File: config.mk
export PLATFORM = sky130hd
export DESIGN_NAME = sesl_status_core
export DESIGN_NICKNAME = d
export VERILOG_FILES = /design/src/sesl_event_latch.v /design/src/sesl_sync2.v /design/src/sesl_status_core.v
export VERILOG_INCLUDE_DIRS = /design/src
export SDC_FILE = /design/constraint.sdc
export NUM_CORES = 1
export LEC_CHECK = 0
export ABC_AREA = 1
export ABC_CLOCK_PERIOD_IN_PS = 2600
export BUFFER_PORTS_ARGS = -buffer_cell sky130_fd_sc_hd__buf_2
export CAP_MARGIN = 20
export CORE_MARGIN = 4
export CORE_UTILIZATION = 54
export DETAILED_ROUTE_END_ITERATION = 12
export MAX_ROUTING_LAYER = met4
export PLACE_DENSITY = 0.81
export SLEW_MARGIN = 20
export SYNTH_ARGS = -nofsm -noshare
export SYNTH_HDL_FRONTEND = slang
export SYNTH_HIERARCHICAL = 1
export SYNTH_SLANG_ARGS = --single-unit
File: constraint.sdc
create_clock -name clk -period 2.6 [get_ports clk]
set_input_delay 0.52 -clock clk [delete_from_list [all_inputs] [get_ports clk]]
set_output_delay 0.52 -clock clk [all_outputs]
set_load 0.03 [all_outputs]
File: src/sesl_map.vh
// constants for the standard event status logic: bit positions, command codes, reset values
// assumes a command decoder that issues one-cycle command strobes with an 8-bit operand
// Function
// - status byte bit 5 set while any enabled standard event bit is set
// - bit 0 sets once all overlapping operations, including the marker, finish
// - bits 1 and 6 of the event register always read zero
// - bit 2 flags empty error read, read without command, or full buffers
// - bit 3 flags self-test, calibration or other device faults
// - bit 4 flags execution errors, bit 5 flags syntax errors
// - bit 7 set after reset or power-up since the last event read
// - clear-status empties the whole event register
// - event query returns contents then clears the register
// - enable write replaces the whole previous event mask
// - service request enable loads an 8-bit mask, 0 to 255
// - service request enable query returns the mask unchanged
// - status byte query returns the byte without clearing bit 6
// - event bits stay latched until cleared
// - an event bit other than bit 7 latches only while its enable bit is set; bit 7 is set by reset whatever the mask
// - status byte bit 5 is event summary, bit 6 master summary
`ifndef SESL_MAP_VH
`define SESL_MAP_VH
`define SESL_BIT_OPC      0
`define SESL_BIT_QRY      2
`define SESL_BIT_DEV      3
`define SESL_BIT_EXE      4
`define SESL_BIT_CMD      5
`define SESL_BIT_PON      7
`define SESL_EVT_USED     8'hBD
`define SESL_EVT_RESET    8'h80
`define SESL_MASK_RESET   8'h00
`define SESL_STB_EAV      2
`define SESL_STB_QSB      3
`define SESL_STB_MAV      4
`define SESL_STB_ESB      5
`define SESL_STB_MSS      6
`define SESL_OP_NONE      3'h0
`define SESL_OP_ESE_WR    3'h1
`define SESL_OP_ESE_RD    3'h2
`define SESL_OP_ESR_RD    3'h3
`define SESL_OP_SRE_WR    3'h4
`define SESL_OP_SRE_RD    3'h5
`define SESL_OP_STB_RD    3'h6
`define SESL_OP_CLS       3'h7
`endif

File: src/sesl_event_latch.v
// event flag register: masked set, clear, set wins over clear
// assumes sources are synchronous to clk
`timescale 1ns/10ps
`include "sesl_map.vh"
module sesl_event_latch (
  input  wire       clk,
  input  wire       sys_rst,
  input  wire [7:0] set_i,
  input  wire [7:0] mask_i,
  input  wire       clear_i,
  output reg  [7:0] flags_q
);
  reg [7:0] flags_d;
  always @* begin
    flags_d = clear_i ? 8'h00 : flags_q;
    flags_d = (flags_d | (set_i & mask_i)) & `SESL_EVT_USED;
  end
  always @(posedge clk or posedge sys_rst) begin
    if (sys_rst) begin
      flags_q <= `SESL_EVT_RESET;
    end else begin
      flags_q <= flags_d;
    end
  end
endmodule // sesl_event_latch

File: src/sesl_sync2.v
// two-stage synchroniser for a bus of levels from outside the clock domain
// assumes each bit is a slow level or a stretched pulse
`timescale 1ns/10ps
module sesl_sync2 #(
  parameter W = 8
) (
  input  wire         clk,
  input  wire         sys_rst,
  input  wire [W-1:0] d_i,
  output reg  [W-1:0] q_o
);
  reg [W-1:0] meta_q;
  always @(posedge clk or posedge sys_rst) begin
    if (sys_rst) begin
      meta_q <= {W{1'b0}};
      q_o    <= {W{1'b0}};
    end else begin
      meta_q <= d_i;
      q_o    <= meta_q;
    end
  end
endmodule // sesl_sync2

File: src/sesl_status_core.v
// standard event register, its enable mask, status byte and service request enable
// assumes a command decoder on clk issuing cmd_op with cmd_data for one cycle per command;
// fault and status levels from other logic arrive asynchronously and are synchronised here
`timescale 1ns/10ps
`include "sesl_map.vh"
module sesl_status_core (
  input  wire       clk,
  input  wire       sys_rst,
  input  wire [2:0] cmd_op,
  input  wire [7:0] cmd_data,
  input  wire       ops_pending,
  input  wire       opc_armed_in,
  input  wire       err_queue_empty_rd,
  input  wire       read_without_cmd,
  input  wire       io_buffers_full,
  input  wire       selftest_fail,
  input  wire       calib_fail,
  input  wire       device_fault,
  input  wire       exec_error,
  input  wire       syntax_error,
  input  wire       err_queue_nonempty,
  input  wire       questionable_sum,
  input  wire       message_avail,
  output reg  [7:0] resp_data,
  output reg        resp_valid,
  output reg  [7:0] std_event_flags_q,
  output reg  [7:0] std_event_mask_q,
  output reg  [7:0] service_request_mask_q,
  output reg  [7:0] status_byte_q,
  output reg        service_req_q
);
  // bit assembly of the status byte from summaries
  function [7:0] stb_build;
    input [7:0] evt;
    input [7:0] ese;
    input [7:0] sre;
    input       eav;
    input       qsb;
    input       mav;
    reg   [7:0] b;
    begin
      b = 8'h00;
      b[`SESL_STB_EAV] = eav;
      b[`SESL_STB_QSB] = qsb;
      b[`SESL_STB_MAV] = mav;
      b[`SESL_STB_ESB] = |(evt & ese);
      b[`SESL_STB_MSS] = |(b & sre & ~(8'h01 << `SESL_STB_MSS));
      stb_build = b;
    end
  endfunction

  wire [10:0] async_in;
  wire [10:0] sync_out;
  assign async_in = {err_queue_empty_rd, read_without_cmd, io_buffers_full,
                     selftest_fail, calib_fail, device_fault, exec_error,
                     syntax_error, err_queue_nonempty, questionable_sum, message_avail};

  sesl_sync2 #(.W(11)) u_sync (
    .clk     (clk),
    .sys_rst (sys_rst),
    .d_i     (async_in),
    .q_o     (sync_out)
  );

  wire s_qe_empty = sync_out[10];
  wire s_qe_nocmd = sync_out[9];
  wire s_qe_full  = sync_out[8];
  wire s_st_fail  = sync_out[7];
  wire s_cal_fail = sync_out[6];
  wire s_dev_flt  = sync_out[5];
  wire s_exe_err  = sync_out[4];
  wire s_syn_err  = sync_out[3];
  wire s_eav      = sync_out[2];
  wire s_qsb      = sync_out[1];
  wire s_mav      = sync_out[0];

  // rising edges only, so a fault held high does not re-latch right after a clear
  reg  [7:0] src_prev_q;
  wire [7:0] src_now;
  reg        opc_wait_q;
  reg        opc_wait_d;
  wire       opc_done = opc_wait_q & ~ops_pending;
  assign src_now = {1'b0, 1'b0, s_syn_err, s_exe_err,
                    s_st_fail | s_cal_fail | s_dev_flt,
                    s_qe_empty | s_qe_nocmd | s_qe_full,
                    1'b0, 1'b0};
  wire [7:0] evt_set;
  assign evt_set = (src_now & ~src_prev_q)
                 | ({7'h00, opc_done} << `SESL_BIT_OPC);

  // opc_armed_in comes from the command decoder on clk, no synchroniser needed
  always @* begin
    opc_wait_d = opc_wait_q;
    if (opc_armed_in) begin
      opc_wait_d = 1'b1;
    end else if (opc_done) begin
      opc_wait_d = 1'b0;
    end
  end

  wire evt_clear = (cmd_op == `SESL_OP_CLS) | (cmd_op == `SESL_OP_ESR_RD);
  wire [7:0] evt_flags;

  sesl_event_latch u_evt (
    .clk     (clk),
    .sys_rst (sys_rst),
    .set_i   (evt_set),
    .mask_i  (std_event_mask_q | (8'h01 << `SESL_BIT_PON)),
    .clear_i (evt_clear),
    .flags_q (evt_flags)
  );

  reg [7:0] ese_d;
  reg [7:0] sre_d;
  reg [7:0] resp_d;
  reg       resp_v_d;
  reg [7:0] stb_now;

  always @* begin
    ese_d    = std_event_mask_q;
    sre_d    = service_request_mask_q;
    resp_d   = 8'h00;
    resp_v_d = 1'b0;
    stb_now  = stb_build(evt_flags, std_event_mask_q, service_request_mask_q,
                         s_eav, s_qsb, s_mav);
    case (cmd_op)
      `SESL_OP_ESE_WR: begin
        ese_d = cmd_data;
      end
      `SESL_OP_ESE_RD: begin
        resp_d   = std_event_mask_q;
        resp_v_d = 1'b1;
      end
      `SESL_OP_ESR_RD: begin
        resp_d   = evt_flags;
        resp_v_d = 1'b1;
      end
      `SESL_OP_SRE_WR: begin
        sre_d = cmd_data;
      end
      `SESL_OP_SRE_RD: begin
        resp_d   = service_request_mask_q;
        resp_v_d = 1'b1;
      end
      `SESL_OP_STB_RD: begin
        resp_d   = stb_now;
        resp_v_d = 1'b1;
      end
      default: begin
        resp_v_d = 1'b0;
      end
    endcase
  end

  always @(posedge clk or posedge sys_rst) begin
    if (sys_rst) begin
      std_event_mask_q       <= `SESL_MASK_RESET;
      service_request_mask_q <= `SESL_MASK_RESET;
      src_prev_q             <= 8'h00;
      opc_wait_q             <= 1'b0;
      resp_data              <= 8'h00;
      resp_valid             <= 1'b0;
      std_event_flags_q      <= `SESL_EVT_RESET;
      status_byte_q          <= 8'h00;
      service_req_q          <= 1'b0;
    end else begin
      std_event_mask_q       <= ese_d;
      service_request_mask_q <= sre_d;
      src_prev_q             <= src_now;
      opc_wait_q             <= opc_wait_d;
      resp_data              <= resp_d;
      resp_valid             <= resp_v_d;
      std_event_flags_q      <= evt_flags;
      status_byte_q          <= stb_now;
      service_req_q          <= stb_now[`SESL_STB_MSS];
    end
  end
endmodule // sesl_status_core

==> results of run 1 <==
-- synthesized netlist by cell type (2+ instances only) --
| library cell | count | area, um2 |
|---|---|---|
| nand2_1 | 78 | 293 |
| o21ai_0 | 16 | 80.1 |
| buf_4 | 6 | 45.0 |
| nor2_1 | 5 | 18.8 |
| a31oi_1 | 2 | 12.5 |
| dfrtp_1 | 69 | 1730 |
| nand3_1 | 12 | 60.1 |
| a22oi_1 | 3 | 22.5 |
| nor2_2 | 2 | 12.5 |
| dfstp_2 | 2 | 52.6 |
| a21oi_1 | 2 | 10.0 |
| inv_1 | 26 | 97.6 |
| conb_1 | 3 | 11.3 |
| buf_6 | 2 | 22.5 |
-- where the power goes --
part	internal, mW	switching, mW
Sequential	1.22	0.0773
Combinational	0.120	0.326
Clock	0.426	0.356
-- worst max path at each step --
stage | start | endpoint | slack (ns) | cells after the start
final | std_event_mask_q[4] | std_event_mask_q[4] | 1.04 | 1
after global routing | std_event_mask_q[4] | std_event_mask_q[4] | 1.0 | 1
after CTS | std_event_flags_q[7] | std_event_flags_q[7] | 1.04 | 1
after detailed placement | cmd_op[2] | std_event_mask_q[0] | 0.97 | 4
after global placement | cmd_op[2] | std_event_mask_q[1] | 1.0 | 5
after floorplan | sys_rst | opc_wait_q | 1.08 | 1
-- area by class of cell --
type,instances,area [um2],area share
flip-flops and latches,71,1780,0.592
multi-input cells,130,566,0.188
repair buffers,65,328,0.109
clock buffers,11,131,0.0437
inverters,27,101,0.0337
well taps,52,65.1,0.0216
clock inverters,2,35.0,0.0117
-- through the flow --
stage / worst slack (ns) / instances / instance area [um2]
final: 1.04 / 358 / 3010
after global routing: 1.00 / 358 / 3010
after CTS: 1.04 / 358 / 3010
after detailed placement: 0.974 / 345 / 2840
after global placement: 0.998 / 345 / 2840
after floorplan: 1.08 / 236 / 2510
-- routing by layer --
metal  vias to the layer above  GRT usage
met3                        14     0.0638
met1                       840      0.216
met2                        79      0.305
li1                        844          -
met5                         -          -
met4                         0      0.135
-- flip-flops by register name, indices dropped and copies added (netlist names) --
| register | cells |
|---|---|
| resp_valid | 1 |
| u_sync/meta_q | 11 |
| status_byte_q | 5 |
| resp_data | 8 |
| opc_wait_q | 1 |
| src_prev_q | 4 |
| u_sync/q_o | 11 |
| service_request_mask_q | 8 |
| std_event_mask_q | 8 |
| std_event_flags_q | 8 |
| u_evt/flags_q | 6 |
-- logic make-up (layout without fill, tap and decap cells) --
group	Yosys count	count (layout)	share of synthesized area
AOI/OAI and AO/OA	24	24	0.0531
DFF	71	71	0.712
and+or+nand+nor	99	99	0.163
other	3	7	0.00451
buffers and inverters	35	105	0.0676
==> metrics.txt, run 1 <==
outcome finished, final reports clean; CP Class register to output port; first-pass GRT wire length 8.58 mm; dpl hpwl 3.43 mm; CP Buf/Inv Count 1; Reg clk slew, reported paths 0.06 ns; Setup Skew 0.00672 ns; initial antenna violation count 0; commonest non-fill, non-tap cell in the layout nand2_1; IR Drop Worst-Case VDD 0.460 mV; Worst EP arrival 1.04 ns; Slowest cell on crit path dfrtp_1; setup violators final 0; Initial Utilization 0.566; # resized after CTS 0; die area 0.00578 mm2; GRT Total Usage 0.198; hold_buf cts 0; Max Cap Viol 0; DR pass1 iterations 4; EDFF count, synth 0; Pwr Total 2.53 mW; synthesis-stage register bit count 71; FF-to-FF End resp_data[6]; final hold viol count 0; most frequent cells in the layout nand2_1 (78), dfrtp_1 (69), buf_2 (64); root buf cell clkbuf_8; H-tree Lvls 3; WL met3 438 um; critical path's top delay family flip-flops; crit share post-route 0.598; top layer in use met4; GRT overflow 0; WL met1 1.89 mm; Skew-Pair Late Insertion Delay 0.34 ns; sum of negative setup slack 0 ns; ANT nets after route 0; diode count 0; final worst path period need 1.56 ns; dominant synthesized flop cell dfrtp_1; # fillers 340; Area growth syn-to-layout 20.3%; IO Count 68; CTS tree done; row cnt 24; Slew Viols, Final 0; total wire length 4.96 mm; fin nets 330; Buffers on Ports 64; Async SR Flop Fraction 1.00; Mean Syn Cell Area 10.8 um2; Tightest Pin Transition 0.787 ns; Die X 76.0 um; Mapped Area 0.00250 mm2; flop2flop setup slack 1.39 ns; largest net degree at the start of global routing 44; share of post-route cells with drive strength above 1 0.268; setup repair after global routing missed its margin false; CP Data Required Time 2.08 ns; slowest cell delay on critical path 0.46 ns; Fmax 643 MHz; sequential area share after synthesis 0.712; YS warnings 6; WHS 0.112 ns; DR WL met2 2.47 mm; Remaining DRCs 0; vias in the first global route 1838; Setup crit start kind register; worst reg2reg path depth 8; routed length per instance 13.9 um; PD cells 842 mW/mm2; CP max FO 5; cell leakage power 1.66 nW; count of different cell masters after synthesis 18; Vias 1777; post-DR vias/cell 4.96; Finished Core Util 0.681; Sinks on Clock Net 71; Die Y-Extent 76.0 um; hold crit path type input pin to async pin; postcts setup bufs 0; worst path cell trace buf_2; RePlAce Congestion 0.890; clk buf depth 2; Crit. End Element output port; Post-Syn Instances 232; clock buffer count from CTS 9; drt first-iter violations 129; worst r2r src u_evt/flags_q[7]; Slew HR 0.475; Core ar. 0.00441 mm2
Note: power is estimated with default switching activity, not from simulation.
==> run 2, diff against run 1 <==
--- a/config.mk
+++ b/config.mk
@@ -6,15 +6,15 @@
 export SDC_FILE = /design/constraint.sdc
 export NUM_CORES = 1
 export LEC_CHECK = 0
-export ABC_AREA = 1
-export ABC_CLOCK_PERIOD_IN_PS = 2600
+export ABC_AREA = 0
+export ABC_CLOCK_PERIOD_IN_PS = 1600
 export BUFFER_PORTS_ARGS = -buffer_cell sky130_fd_sc_hd__buf_2
 export CAP_MARGIN = 20
 export CORE_MARGIN = 4
-export CORE_UTILIZATION = 54
+export CORE_UTILIZATION = 51
 export DETAILED_ROUTE_END_ITERATION = 12
 export MAX_ROUTING_LAYER = met4
-export PLACE_DENSITY = 0.81
+export PLACE_DENSITY = 0.77
 export SLEW_MARGIN = 20
 export SYNTH_ARGS = -nofsm -noshare
 export SYNTH_HDL_FRONTEND = slang
==> constraint.sdc (replaced) <==
create_clock -name clk -period 1.6 [get_ports clk]
set_input_delay 0.32 -clock clk [delete_from_list [all_inputs] [get_ports clk]]
set_output_delay 0.32 -clock clk [all_outputs]
set_load 0.03 [all_outputs]
==> run 2 against run 1 <==
Effect of this change:
- highest routed layer unchanged
- combinational power rose by 85%
- synthesized area rose by 0.50%
- largest power group unchanged
- synthesized cell count fell by 24%
- critical endpoint is now std_event_flags_q[7]
- total power rose by 84%
- global-route usage fell by 1.5 points
==> metrics.txt, run 2 <==
sequential area share after synthesis 0.709; Max Cap Viol 0; Post-Synth XOR/XNOR Area 0.00349; Vias 1579; GRT Total Usage 0.183; diode count 0; Sinks on Clock Net 71; Mean Syn Cell Area 14.3 um2; clock buffer count from CTS 9; Top Registers u_sync/meta_q (11), u_sync/q_o (11); Core ar. 0.00475 mm2; hold crit path type input pin to register; YS warnings 6; CP Data Required Time 1.28 ns; Tightest Pin Transition 0.504 ns; dominant synthesized flop cell dfrtp_1; vias in the first global route 1634; Buffers on Ports 64; Sw Ratio 0.286; cell leakage power 1.54 nW; worst path cell trace buf_2; P_sw 1.33 mW; # resized after CTS 0; Die Y-Extent 78.2 um; top cell type's share of synthesized area 0.688; PD cells 1480 mW/mm2; CP max FO 1; Slowest cell on crit path dfstp_2; initial antenna violation count 0; IO Count 68; IR Drop Worst-Case VDD 0.978 mV; CP Buf/Inv Count 1; H-tree Lvls 3; post-route setup slack 0.250 ns; clk buf depth 2; Post-synth top cells dfrtp_1 (69), nand2_1 (17), mux2_2 (16); drt first-iter violations 96; largest net degree at the start of global routing 44; total wire length 4.76 mm; ANT nets after route 0; CP Class register to output port; sum of negative setup slack 0 ns; final hold viol count 0; DP Worst Slack 0.113 ns; Worst EP arrival 1.03 ns; outcome finished, final reports clean; main combinational cell family by area after synthesis multiplexers; # fillers 396; Post-Syn Instances 176; Skew-Pair Late Insertion Delay 0.34 ns; count of different cell masters after synthesis 26; synthesis-stage register bit count 71; WHS 0.0852 ns; commonest non-fill, non-tap cell in the layout dfrtp_1; dpl hpwl 3.44 mm; Mapped Area 0.00251 mm2; Slew HR 0.664; critical path's top delay family flip-flops; Setup crit start kind register; Die X 78.2 um; Post-Synth Simple-Gate Area 0.0807; row cnt 25; RePlAce Congestion 0.797; crit share post-route 0.844; most frequent cells in the layout dfrtp_1 (69), buf_2 (64), nand2_1 (17); Slew Viols, Final 0; Initial Utilization 0.528; first-pass GRT wire length 8.04 mm; mux cell area share after synthesis 0.104; Reg clk slew, reported paths 0.07 ns; Remaining DRCs 0; setup repair after global routing missed its margin false; Synth area leaders dfrtp_1 (69%), mux2_2 (7.2%), mux2i_1 (3.2%), o21ai_0 (2.6%), nand2_1 (2.5%); root buf cell clkbuf_8; final worst path period need 1.35 ns; CTS tree done; post-DR vias/cell 4.90; Cell Int Power 3.33 mW; compound-cell area share of the yosys netlist 0.0583; multi-input logic area 644 um2; Post-Synth Adder-Cell Area 0; die area 0.00611 mm2; Post-Place Cells 305; clock network power share 0.360; Fmax 741 MHz; combinational fraction of design power 0.177; Crit. End Element output port; DR pass1 iterations 4; EDFF count, synth 0; Storage cell area 0.00178 mm2; Area growth syn-to-layout 25.4%; setup violators final 0; slowest cell delay on critical path 0.51 ns; Pwr Total 4.66 mW; share of post-route cells with drive strength above 1 0.404; fin nets 276; Async SR Flop Fraction 1.00; routed length per instance 14.8 um; leading area contributor after synthesis dfrtp_1; Non-Filler Instances 322; most numerous cell in the Yosys netlist dfrtp_1; Setup Skew 0.0114 ns; GRT overflow 0; part of the power in registers 0.462
[run 2: cell count changes in the layout (fill, tap and decap cells not counted), sizes merged, moves of 5 or more]
cell | before | now
nor2 | 7 | 2
nand3 | 12 | 2
inv | 27 | 9
mux2 | 0 | 16
mux2i | 0 | 8
nand2 | 78 | 17
nor2b | 0 | 7
[run 2: power by group through the flow]
stage / clock network (mW) / logic [mW] / registers, mW
6_report: 1.68 / 0.827 / 2.16
5_1_grt: 1.81 / 0.889 / 2.19
4_1_cts: 1.70 / 0.839 / 2.16
3_5_place_dp: 0 / 0.834 / 2.19
3_3_place_gp: 0 / 0.820 / 2.18
2_1_floorplan: 0 / 0.282 / 2.46
[run 2: final timing paths]
path	start	end	slack (ns)	cells after the start
worst max register to register	service_request_mask_q[2]	resp_data[6]	0.31	4
min in group asynchronous	sys_rst	u_evt/flags_q[3]	0.47	3
worst min-delay path	questionable_sum	u_sync/meta_q[1]	0.09	1
max in group asynchronous	sys_rst	u_sync/q_o[9]	0.62	4
worst min register to register	u_sync/meta_q[8]	u_sync/q_o[8]	0.35	0
worst max-delay path	std_event_flags_q[7]	std_event_flags_q[7]	0.25	1
[run 2: what timing repair did]
item | 4_1_cts | 5_1_grt
hold buffers | 1 | 0
buffers inserted | 0 | 0
hold endpoints to repair | 11 | 0
[run 2: cell families after synthesis]
kind of cell	after synthesis
other	3
buffers and inverters	18
xor gates and xnor gates	1
AOI/OAI and AO/OA	23
muxes	24
DFF	71
and+or+nand+nor	36
[run 2: area by class of cell]
class                           count  share of cell area
Tap cell                           67              0.0266
Inverter                            9              0.0107
Timing Repair Buffer               68               0.116
Clock buffer                       14              0.0580
Sequential cell                    71               0.565
Clock inverter                      2              0.0191
Multi-Input combinational cell     91               0.205
[run 2: through the flow]
step | util | area, um2
after detailed placement | 0.609 | 2900
after global placement | 0.609 | 2900
after CTS | 0.662 | 3150
after global routing | 0.662 | 3150
after floorplan | - | 2530
final | 0.662 | 3150
[run 2: layer usage]
layer	global-route usage	up-vias	wire [um]
met5	-	-	0
met2	0.284	44	2530
met4	0.0874	0	57
met3	0.0677	8	283
li1	-	727	-
met1	0.210	800	1890
